==> src/mmdec_pkg.sv <==
// mmdec_pkg: constants and types for the memory map address decoder
package mmdec_pkg;
  // address space
  localparam int ADDR_W = 20;
  localparam logic [19:0] DATA_LO_BASE = 20'h0d600; // data area base, low placement
  localparam logic [19:0] DATA_HI_BASE = 20'hfd600; // data area base, upper placement
  localparam logic [19:0] BASE_TOP = 20'h0ffff; // last byte of the base area
  localparam logic [19:0] ROM_TOP = 20'h3ffff; // last byte of internal rom
  localparam logic [15:0] NOFETCH_LO = 16'hfd00; // high-speed ram and sfr start here
  localparam logic [15:0] DATA_OFS_BASE = 16'hd600; // low 16 bits of data area base
  // vector and table call areas
  localparam logic [19:0] VEC_BASE = 20'h00000; // vector table, 64 bytes
  localparam logic [19:0] TCALL_BASE = 20'h00040; // call table, 32 entries
  // fetch timing in system clocks
  localparam logic [3:0] FAST_CYC = 4'h2; // 2-byte fetch in 2 clocks
  localparam logic [3:0] SLOW_BASE_CYC = 4'h3; // external-equivalent cycle before waits
  localparam logic [3:0] ERR_CYC = 4'h1; // refused access answers at once
  // reset values
  localparam logic HSF_RST = 1'b0; // high-speed fetch off after reset
  localparam logic LOC_UPPER_RST = 1'b0; // decode as low placement until chosen
  // access states
  typedef enum logic {MMDEC_IDLE, MMDEC_BUSY} mmdec_state_type;
endpackage : mmdec_pkg

==> src/mmdec_decoder.sv <==
// mmdec_decoder: address decode, placement latch and fetch timing
`timescale 1ns/1ps
`default_nettype none

// Overview of operation
// - upper placement: data area FD600H-FFFFFH
// - low placement: data area 0D600H-0FFFFH
// - overlap of rom and data goes data
// - low placement keeps data inside base area
// - base area is 00000H through 0FFFFH
// - external access only in expansion mode
// - high-speed fetch: two clocks per fetch
// - waits only in external-equivalent fetch timing
// - reset clears high-speed fetch
// - no fetch from high-speed ram or sfr
// - vector table occupies 00000H-0003FH
// - vector entries 16 bit, upper bits zero
// - vectors read from fixed two-byte slots
// - table call reads 00040H-0007FH, 32 entries
// - vector and call tables freely readable, writable
// - shadowed rom usable only under upper placement
// - placement accepted once after reset
module mmdec_decoder
  import mmdec_pkg::*;
(
  // clock and reset
  input wire logic CLK_I,
  input wire logic RST_N_I,
  // placement selection strobe
  input wire logic LOC_SET_I,
  input wire logic LOC_UPPER_I,
  // mode controls
  input wire logic HSF_WR_I,
  input wire logic HSF_VAL_I,
  input wire logic MEM_EXP_I,
  input wire logic [1:0] WAIT_CNT_I,
  // cpu access request
  input wire logic REQ_VALID_I,
  input wire logic [19:0] REQ_ADDR_I,
  input wire logic REQ_FETCH_I,
  input wire logic REQ_WRITE_I,
  input wire logic VEC_REQ_I,
  input wire logic [4:0] VEC_SEL_I,
  input wire logic TCALL_REQ_I,
  input wire logic [4:0] TCALL_SEL_I,
  input wire logic [15:0] RD_DATA_I,
  // memory side selects
  output logic SEL_ROM_O,
  output logic SEL_DATA_O,
  output logic SEL_EXT_O,
  output logic WR_O,
  output logic [19:0] MEM_ADDR_O,
  // answers to the cpu
  output logic BUSY_O,
  output logic DONE_O,
  output logic FETCH_ERR_O,
  output logic EXT_ERR_O,
  output logic BR_VALID_O,
  output logic [19:0] BR_TARGET_O,
  // status
  output logic HSF_O,
  output logic LOC_DONE_O,
  output logic LOC_UPPER_O
);

  mmdec_state_type state_r; // access sequencer
  logic loc_done_r; // placement already chosen
  logic loc_upper_r; // chosen placement
  logic hsf_r; // high-speed fetch select
  logic [3:0] cnt_r; // cycles left in the access
  logic br_pend_r; // access reads a branch target
  logic fetch_err_r; // refused fetch pending
  logic ext_err_r; // refused external access pending

  // request arbitration: vector first, then table call, then plain access
  wire logic idle = (state_r == MMDEC_IDLE);
  wire logic any_req = VEC_REQ_I | TCALL_REQ_I | REQ_VALID_I;
  wire logic accept = idle & any_req;
  wire logic is_vec = VEC_REQ_I;
  wire logic is_tcall = ~VEC_REQ_I & TCALL_REQ_I;
  wire logic is_plain = ~VEC_REQ_I & ~TCALL_REQ_I;
  // fixed two-byte slots, index times two
  wire logic [19:0] vec_addr = VEC_BASE | {14'h0000, VEC_SEL_I, 1'b0};
  wire logic [19:0] tcall_addr = TCALL_BASE | {14'h0000, TCALL_SEL_I, 1'b0};
  wire logic [19:0] acc_addr = is_vec ? vec_addr : (is_tcall ? tcall_addr : REQ_ADDR_I);
  wire logic acc_fetch = is_plain & REQ_FETCH_I;
  // table reads are never writes; plain accesses there pass unprotected
  wire logic acc_write = is_plain & REQ_WRITE_I;

  // region decode; the data area wins any overlap with rom
  wire logic in_base = (acc_addr <= BASE_TOP);
  wire logic in_data_lo = in_base & (acc_addr >= DATA_LO_BASE);
  wire logic in_data_hi = (acc_addr >= DATA_HI_BASE);
  wire logic in_data = loc_upper_r ? in_data_hi : in_data_lo;
  // shadowed rom below 10000H reappears only under the upper placement
  wire logic in_rom = ~in_data & (acc_addr <= ROM_TOP);
  wire logic in_ext = ~in_data & ~in_rom;
  // high-speed ram and sfr hold no code
  wire logic no_fetch = in_data & (acc_addr[15:0] >= NOFETCH_LO);
  wire logic fetch_bad = acc_fetch & no_fetch;
  wire logic ext_bad = in_ext & ~MEM_EXP_I;
  wire logic acc_bad = fetch_bad | ext_bad;
  // offset of the access inside the data area, same for both placements
  wire logic [15:0] data_ofs = acc_addr[15:0] - DATA_OFS_BASE;
  wire logic [19:0] route_addr = in_data ? {4'h0, data_ofs} : acc_addr;

  // access length: fast rom has no waits, slow rom and external take them
  wire logic [3:0] slow_cyc = SLOW_BASE_CYC + {2'b00, WAIT_CNT_I};
  wire logic [3:0] rom_cyc = hsf_r ? FAST_CYC : slow_cyc;
  wire logic [3:0] acc_cyc = acc_bad ? ERR_CYC :
                             (in_rom ? rom_cyc : (in_data ? FAST_CYC : slow_cyc));
  wire logic last = (state_r == MMDEC_BUSY) & (cnt_r == 4'h1);

  // placement latch: first strobe after reset wins, later ones are ignored
  always_ff @(posedge CLK_I) begin
    if (!RST_N_I) begin
      loc_done_r <= 1'b0;
      loc_upper_r <= LOC_UPPER_RST;
    end else if (LOC_SET_I && !loc_done_r) begin
      loc_done_r <= 1'b1;
      loc_upper_r <= LOC_UPPER_I;
    end
  end

  // high-speed fetch select, cleared by reset
  always_ff @(posedge CLK_I) begin
    if (!RST_N_I) begin
      hsf_r <= HSF_RST;
    end else if (HSF_WR_I) begin
      hsf_r <= HSF_VAL_I;
    end
  end

  // sequencer: one access at a time, held until its last cycle
  always_ff @(posedge CLK_I) begin
    if (!RST_N_I) begin
      state_r <= MMDEC_IDLE;
      cnt_r <= 4'h0;
    end else begin
      case (state_r)
        MMDEC_IDLE: begin
          if (accept) begin
            state_r <= MMDEC_BUSY;
            cnt_r <= acc_cyc;
          end
        end
        MMDEC_BUSY: begin
          cnt_r <= cnt_r - 4'h1;
          if (cnt_r == 4'h1) begin
            state_r <= MMDEC_IDLE;
          end
        end
        default: begin
          state_r <= MMDEC_IDLE;
        end
      endcase
    end
  end

  // memory selects: raised at accept, dropped on the last cycle
  // a refused access raises no select so nothing reaches a memory
  always_ff @(posedge CLK_I) begin
    if (!RST_N_I) begin
      SEL_ROM_O <= 1'b0;
      SEL_DATA_O <= 1'b0;
      SEL_EXT_O <= 1'b0;
      WR_O <= 1'b0;
      MEM_ADDR_O <= 20'h00000;
    end else if (accept) begin
      SEL_ROM_O <= in_rom & ~acc_bad;
      SEL_DATA_O <= in_data & ~acc_bad;
      SEL_EXT_O <= in_ext & ~acc_bad;
      WR_O <= acc_write & ~acc_bad;
      MEM_ADDR_O <= route_addr;
    end else if (last) begin
      SEL_ROM_O <= 1'b0;
      SEL_DATA_O <= 1'b0;
      SEL_EXT_O <= 1'b0;
      WR_O <= 1'b0;
    end
  end

  // pending answer flags captured at accept
  always_ff @(posedge CLK_I) begin
    if (!RST_N_I) begin
      br_pend_r <= 1'b0;
      fetch_err_r <= 1'b0;
      ext_err_r <= 1'b0;
    end else if (accept) begin
      br_pend_r <= (is_vec | is_tcall) & ~acc_bad;
      fetch_err_r <= fetch_bad;
      ext_err_r <= ext_bad;
    end
  end

  // answers: one-cycle pulses after the last access cycle
  always_ff @(posedge CLK_I) begin
    if (!RST_N_I) begin
      DONE_O <= 1'b0;
      FETCH_ERR_O <= 1'b0;
      EXT_ERR_O <= 1'b0;
      BR_VALID_O <= 1'b0;
      BR_TARGET_O <= 20'h00000;
    end else begin
      DONE_O <= last;
      FETCH_ERR_O <= last & fetch_err_r;
      EXT_ERR_O <= last & ext_err_r;
      BR_VALID_O <= last & br_pend_r;
      if (last && br_pend_r) begin
        // a 16-bit entry can only land inside the base area
        BR_TARGET_O <= {4'h0, RD_DATA_I};
      end
    end
  end

  // status mirrors, registered so outputs come from flip-flops
  always_ff @(posedge CLK_I) begin
    if (!RST_N_I) begin
      BUSY_O <= 1'b0;
      HSF_O <= 1'b0;
      LOC_DONE_O <= 1'b0;
      LOC_UPPER_O <= 1'b0;
    end else begin
      BUSY_O <= accept | (~idle & ~last);
      HSF_O <= hsf_r;
      LOC_DONE_O <= loc_done_r;
      LOC_UPPER_O <= loc_upper_r;
    end
  end
endmodule : mmdec_decoder

`default_nettype wire

==> config.mk <==
export PLATFORM = sky130hd
export DESIGN_NAME = mmdec_decoder
export DESIGN_NICKNAME = d
export VERILOG_FILES = /design/src/mmdec_pkg.sv /design/src/mmdec_decoder.sv
export SDC_FILE = /design/constraint.sdc
export NUM_CORES = 1
export LEC_CHECK = 0
export ABC_AREA = 1
export BUFFER_PORTS_ARGS = -buffer_cell sky130_fd_sc_hd__buf_2
export CAP_MARGIN = 10
export CORE_MARGIN = 1.5
export CORE_UTILIZATION = 45
export CTS_CLUSTER_DIAMETER = 30
export DETAILED_ROUTE_END_ITERATION = 8
export PLACE_DENSITY_LB_ADDON = 0.08
export RECOVER_POWER = 25
export REMOVE_ABC_BUFFERS = 1
export SLEW_MARGIN = 20
export SYNTH_ARGS = -nofsm -noshare
export SYNTH_HDL_FRONTEND = slang
export SYNTH_SLANG_ARGS = --single-unit
==> constraint.sdc <==
create_clock -name CLK_I -period 2.83 [get_ports CLK_I]
set_clock_uncertainty 0.1 [all_clocks]
set_input_delay 0.566 -clock CLK_I [delete_from_list [all_inputs] [get_ports CLK_I]]
set_output_delay 0.566 -clock CLK_I [all_outputs]
set_load 0.1 [all_outputs]
==> results.ini, run 1 <==
[floorplanning]
die_area_mm2=0.00653
core_area_mm2=0.00589
start_util_pct=46.3
rows=28
fp.dieW_um=80.8
ios=112
die_y_um=80.8

[sta]
timing.hold.ws_ns=0.326
hold_viol=0
worstMarginPinSlew_ns=1.20
slew_viol_final=0
relSlewSlack_pct=20.4
fin_setup_tns_ns=0
fin_ws_ns=0.553
fmax_mhz=439
fin_crit_sh_pct=80.5
period_needed_ns=2.28
setup_viol=0
rsz0062_at_grt=no

[power]
cellPowerDensity_mw_per_mm2=613
ir_worst_vdd_v=0.000305
p_leak_nw=1.68
p_total_mw=2.12

[critical_path]
crit_required_ns=2.97
crit_type=input pin to flop
crit_path_end_kind=flop
path_max_fanout=32
crit_arrival_ns=2.42
startpoint_type=input pin

[detailed_routing]
via_count=2733
drt-total-wl_um=6890
drt_iter0_drc=175
drc=0
drtPass1Iterations=4
vias_per_cell=4.85
wl_per_cell_um=12.2
antenna_left=0

[global_route]
grt-ovfl-total=0
first_global_vias=2369
grt_max_degree=33
track_usage_pct=21.8
antenna_found_initial=0
grt_pass1_wl_um=11000

[cts]
cts_buffers=9
hold_buffers=0
path_clk_slew_ns=0.07
post_cts_resized=0
clockRootBuffer=clkbuf_8
cts_sinks=58
cts_max_level=3
cts_tree=yes
cts_buffer_depth=2
clk_latency_ns=0.33
cts_setup_buffers=0

[placed_design]
routabilityCongestion=0.890
dp_cells=547
place_hpwl_um=5120
place.port_buffers=107
place_ws_ns=0.221

[finish]
fin_cells=563
largest_reg_flops=20
nets=547
syn2layout_area_growth_pct=27.0
drive_above_1_share_pct=27.5
final_common_cell=buf_2
top_regs=MEM_ADDR_O x20, BR_TARGET_O x16, cnt_r x4
regMostFlops=MEM_ADDR_O
layout_common_cells=buf_2, nand2_1, dfxtp_1
n_antenna_cell=0

[synth]
synth_cell_type_count=34
syn_inst=376
syn_area_mm2=0.00273
yosys_warnings=0
synth-seq-cells=58
ys_seq_area_share_pct=42.6
syn_area_per_cell_um2=7.25

[run_status]
status=complete, no violations

[min_path]
hp-class=input pin to flop

[job]
maxCapViolCount=0

## cells in the mapped netlist
master    instances  area, um^2
buf_6             2        22.5
buf_4             4        30.0
o21ai_0          24         120
nand2_8           1        20.0
clkbuf_1         14        52.6
o21ai_1           2        10.0
nand2_4           2        22.5
nor2_1           38         143
nand2_2           4        25.0
and3_1            2        12.5
o21a_1            1        7.51
o22ai_1           1        6.26
a21oi_2           1        8.76
a21boi_1          1        7.51
conb_1            1        3.75
a21oi_1          41         205
inv_1            40         150
ha_1              4        50.1
nand2_1          71         267
nand3_2           1        10.0
inv_2             1        3.75
nand4_1           7        43.8
xor2_1            1        8.76
nor2_4            5        56.3
nor2_2            7        43.8
or2_1             1        6.26
or2_2             1        6.26
dfxtp_1          58        1160
a211oi_1          4        30.0
a31oi_1           3        18.8
o21bai_1          2        15.0
xnor2_1           1        8.76
nor3_1            2        10.0
nand3_1          28         140
## metal layers
| layer | vias up | share of wire, % | track usage [%] |
|---|---|---|---|
| met1 | 1209 | 49 | 30.9 |
| met4 | 0 | 0.61 | 7.41 |
| met2 | 79 | 45 | 32.8 |
| met3 | 4 | 5.8 | 4.49 |
| met5 | - | 0 | 0 |
| li1 | 1441 | - | - |
## critical path, cell delays in order
cell,delay [ns]
clkbuf_1,0.68
inv_1,0.76
a211oi_1,0.39
## metrics by stage
stage          util [%]  area (um^2)
2_1_floorplan         -         2630
3_3_place_gp       56.2         3310
3_5_place_dp       56.2         3310
4_1_cts            59.2         3490
5_1_grt            58.8         3460
6_report           58.8         3460
## cells by family after synthesis
family	synth area share (%)
adder cells (fa/ha/maj)	1.84
XOR/XNOR	0.643
buffers and inverters	9.50
AND/OR/NAND/NOR	29.6
other	0.138
AO/OA/AOI/OAI	15.7
flip-flops	42.6
## layout make-up
| class | instances | area, um^2 |
|---|---|---|
| multi-input combinational | 260 | 1320 |
| sequential | 58 | 1160 |
| inverter | 41 | 154 |
| clock inverter | 6 | 41.3 |
| timing repair buffer | 113 | 558 |
| clock buffer | 10 | 138 |
| tap | 75 | 93.8 |
| fill | 591 | 2420 |
## final timing paths
path,from,endpoint,slack (ns),depth (start not counted)
setup / recovery,RST_N_I,MEM_ADDR_O[7],0.55,3
hold / removal,HSF_WR_I,hsf_r,0.33,2
setup reg to reg,state_r,MEM_ADDR_O[18],0.98,6
hold reg to reg,ext_err_r,EXT_ERR_O,0.33,2
## report_power, final
group | switching (mW) | internal (mW)
clock network | 0.343 | 0.341
logic | 0.430 | 0.115
registers | 0.0316 | 0.864
Power figures use the tool's default switching activity.
==> run 2, diff against run 1 <==
==> constraint.sdc (replaced) <==
create_clock -name CLK_I -period 2.1 [get_ports CLK_I]
set_clock_uncertainty 0.1 [all_clocks]
set_input_delay 0.42 -clock CLK_I [delete_from_list [all_inputs] [get_ports CLK_I]]
set_output_delay 0.42 -clock CLK_I [all_outputs]
set_load 0.1 [all_outputs]
==> results.ini, run 2 (same netlist as run 1, synthesis figures left out) <==
[finish]
regMostFlops=MEM_ADDR_O
largest_reg_flops=20  ; unchanged
n_antenna_cell=0  ; unchanged
syn2layout_area_growth_pct=37.0
layout_common_cells=buf_2, nand2_1, dfxtp_1
top_regs=MEM_ADDR_O x20, BR_TARGET_O x16, cnt_r x4
fillers=579  ; -2.0%
postLayoutCellArea_mm2=0.00373  ; +7.8%
nets=573  ; +4.8%
drive_above_1_share_pct=35.1  ; +7.6 points
final_common_cell=buf_2

[cts]
hold_buffers=0  ; unchanged
cts_sinks=58  ; unchanged
path_clk_slew_ns=0.06  ; about the same
clk_latency_ns=0.34  ; about the same
cts_tree=yes
cts_buffer_depth=2  ; unchanged
clockRootBuffer=clkbuf_8
cts_buffers=9  ; unchanged
cts_max_level=3  ; unchanged

[critical_path]
crit_type=input pin to flop
crit_path_end_kind=flop
cpMostUsedCell=nand2_4
cp_cell_sequence=buf_6 -> inv_4 -> nand2_4 -> nor2_4 -> ha_4 -> nand2_2 -> nor2_2 -> nand2_1 -> nor2_2 -> nand2_2 -> nor2_4 -> nand2_4 -> nand2_8 -> nand2_4 -> buf_4 -> nand2_1 -> a211oi_1
path_max_fanout=8  ; -75%
crit_slowest_cell=ha_4
crit_family=simple AND/OR/NAND/NOR gates
cp_slowest_stage_delay_ns=0.15  ; -0.61 ns
crit_arrival_ns=2.10  ; -0.32 ns
crit_required_ns=2.21  ; -0.76 ns
startpoint_type=input pin
worst-path-buf-inv=3  ; +1

[floorplanning]
die_area_mm2=0.00653  ; unchanged
rows=28  ; unchanged
core_area_mm2=0.00589  ; unchanged
ios=112  ; unchanged
die_y_um=80.8  ; unchanged
start_util_pct=46.3  ; unchanged
fp.dieW_um=80.8  ; unchanged

[detailed_routing]
drtPass1Iterations=4  ; unchanged
drt-total-wl_um=7460  ; +8.2%
vias_per_cell=4.75  ; -2.2%
drc=0  ; unchanged
drt_iter0_drc=204  ; +17%
antenna_left=0  ; unchanged
wl_per_cell_um=12.7  ; +3.6%
via_count=2791  ; +2.1%

[sta]
fmax_mhz=503
relSlewSlack_pct=63.4  ; +43 points
fin_crit_sh_pct=94.6
setup_viol=0  ; unchanged
period_needed_ns=1.99
worstMarginPinSlew_ns=0.548  ; -0.652 ns
hold_viol=0  ; unchanged
slew_viol_final=0  ; unchanged

[power]
cellPowerDensity_mw_per_mm2=805  ; +31%
ir_worst_vdd_v=0.000512  ; +68%
p_leak_nw=1.86  ; +11%
p_total_mw=3.01  ; +42%

[placed_design]
place.port_buffers=107  ; unchanged
routabilityCongestion=0.937  ; +5.4%
place_area_mm2=0.00346  ; +4.5%
place_hpwl_um=5430  ; +6.2%

[global_route]
grt-ovfl-total=0  ; unchanged
first_global_vias=2455  ; +3.6%
antenna_found_initial=0  ; unchanged
grt_max_degree=33  ; unchanged
grt_pass1_wl_um=11500  ; +4.9%
track_usage_pct=23.0  ; +1.2 points

[min_path]
hp-class=input pin to flop

[run_status]
status=complete, no violations

[job]
maxCapViolCount=0  ; unchanged

[run 2: cell types whose count changed in the layout (fill, tap and decap cells not counted), sizes merged]
cell	delta
bufinv	+1
clkbuf	+1
buf	+25
inv	-1
clkinvlp	-1
[run 2: routing by layer]
metal  global-route usage, %  vias up  wire (um)
li1                        -     1482          -
met1                    31.0     1230       3500
met2                    36.0       68       3460
met3                    5.17       11        377
met4                    8.45        0        111
met5                       0        -          0
[run 2: power by group]
group / switching (mW) / internal, mW
Combinational: 0.600 / 0.189
Sequential: 0.0350 / 1.16
Clock: 0.450 / 0.569
Total: 1.09 / 1.92
[run 2: timing repair]
| item | 4_1_cts | 5_1_grt |
|---|---|---|
| endpoints found under the hold margin | 0 | 0 |
| setup endpoints to repair | 0 | 4 |
| buffers inserted | 0 | 6 |
| resized for setup | 0 | 18 |
[run 2: area by class of cell]
type                            count  area (um^2)  area share, %
Timing Repair Buffer              139          773           20.7
Sequential cell                    58         1160           31.1
Clock inverter                      5         55.1           1.47
Multi-Input combinational cell    260         1360           36.3
Inverter                           41          159           4.25
Tap cell                           75         93.8           2.51
Clock buffer                       10          138           3.69
[run 2: metrics by stage]
step           std cells  hold slack [ns]  TNS (ns)  utilization [%]  setup WS, ns
2_1_floorplan        359            0.307    -11.69                -        -0.398
6_report             588            0.189         0             63.5         0.113
3_3_place_gp         567            0.316    -0.409             58.7       -0.0612
3_5_place_dp         567            0.336     -1.92             58.7        -0.171
5_1_grt              588            0.170   -0.0196             63.5       -0.0180
4_1_cts              582            0.173         0             62.0         0.163
[run 2: worst paths after layout]
kind / from / endpoint / slack (ns) / cells after the start
setup / recovery: VEC_REQ_I / MEM_ADDR_O[17] / 0.11 / 17
hold / removal: HSF_WR_I / hsf_r / 0.19 / 2
setup reg to reg: loc_upper_r / MEM_ADDR_O[17] / 0.37 / 10
hold reg to reg: ext_err_r / EXT_ERR_O / 0.35 / 2
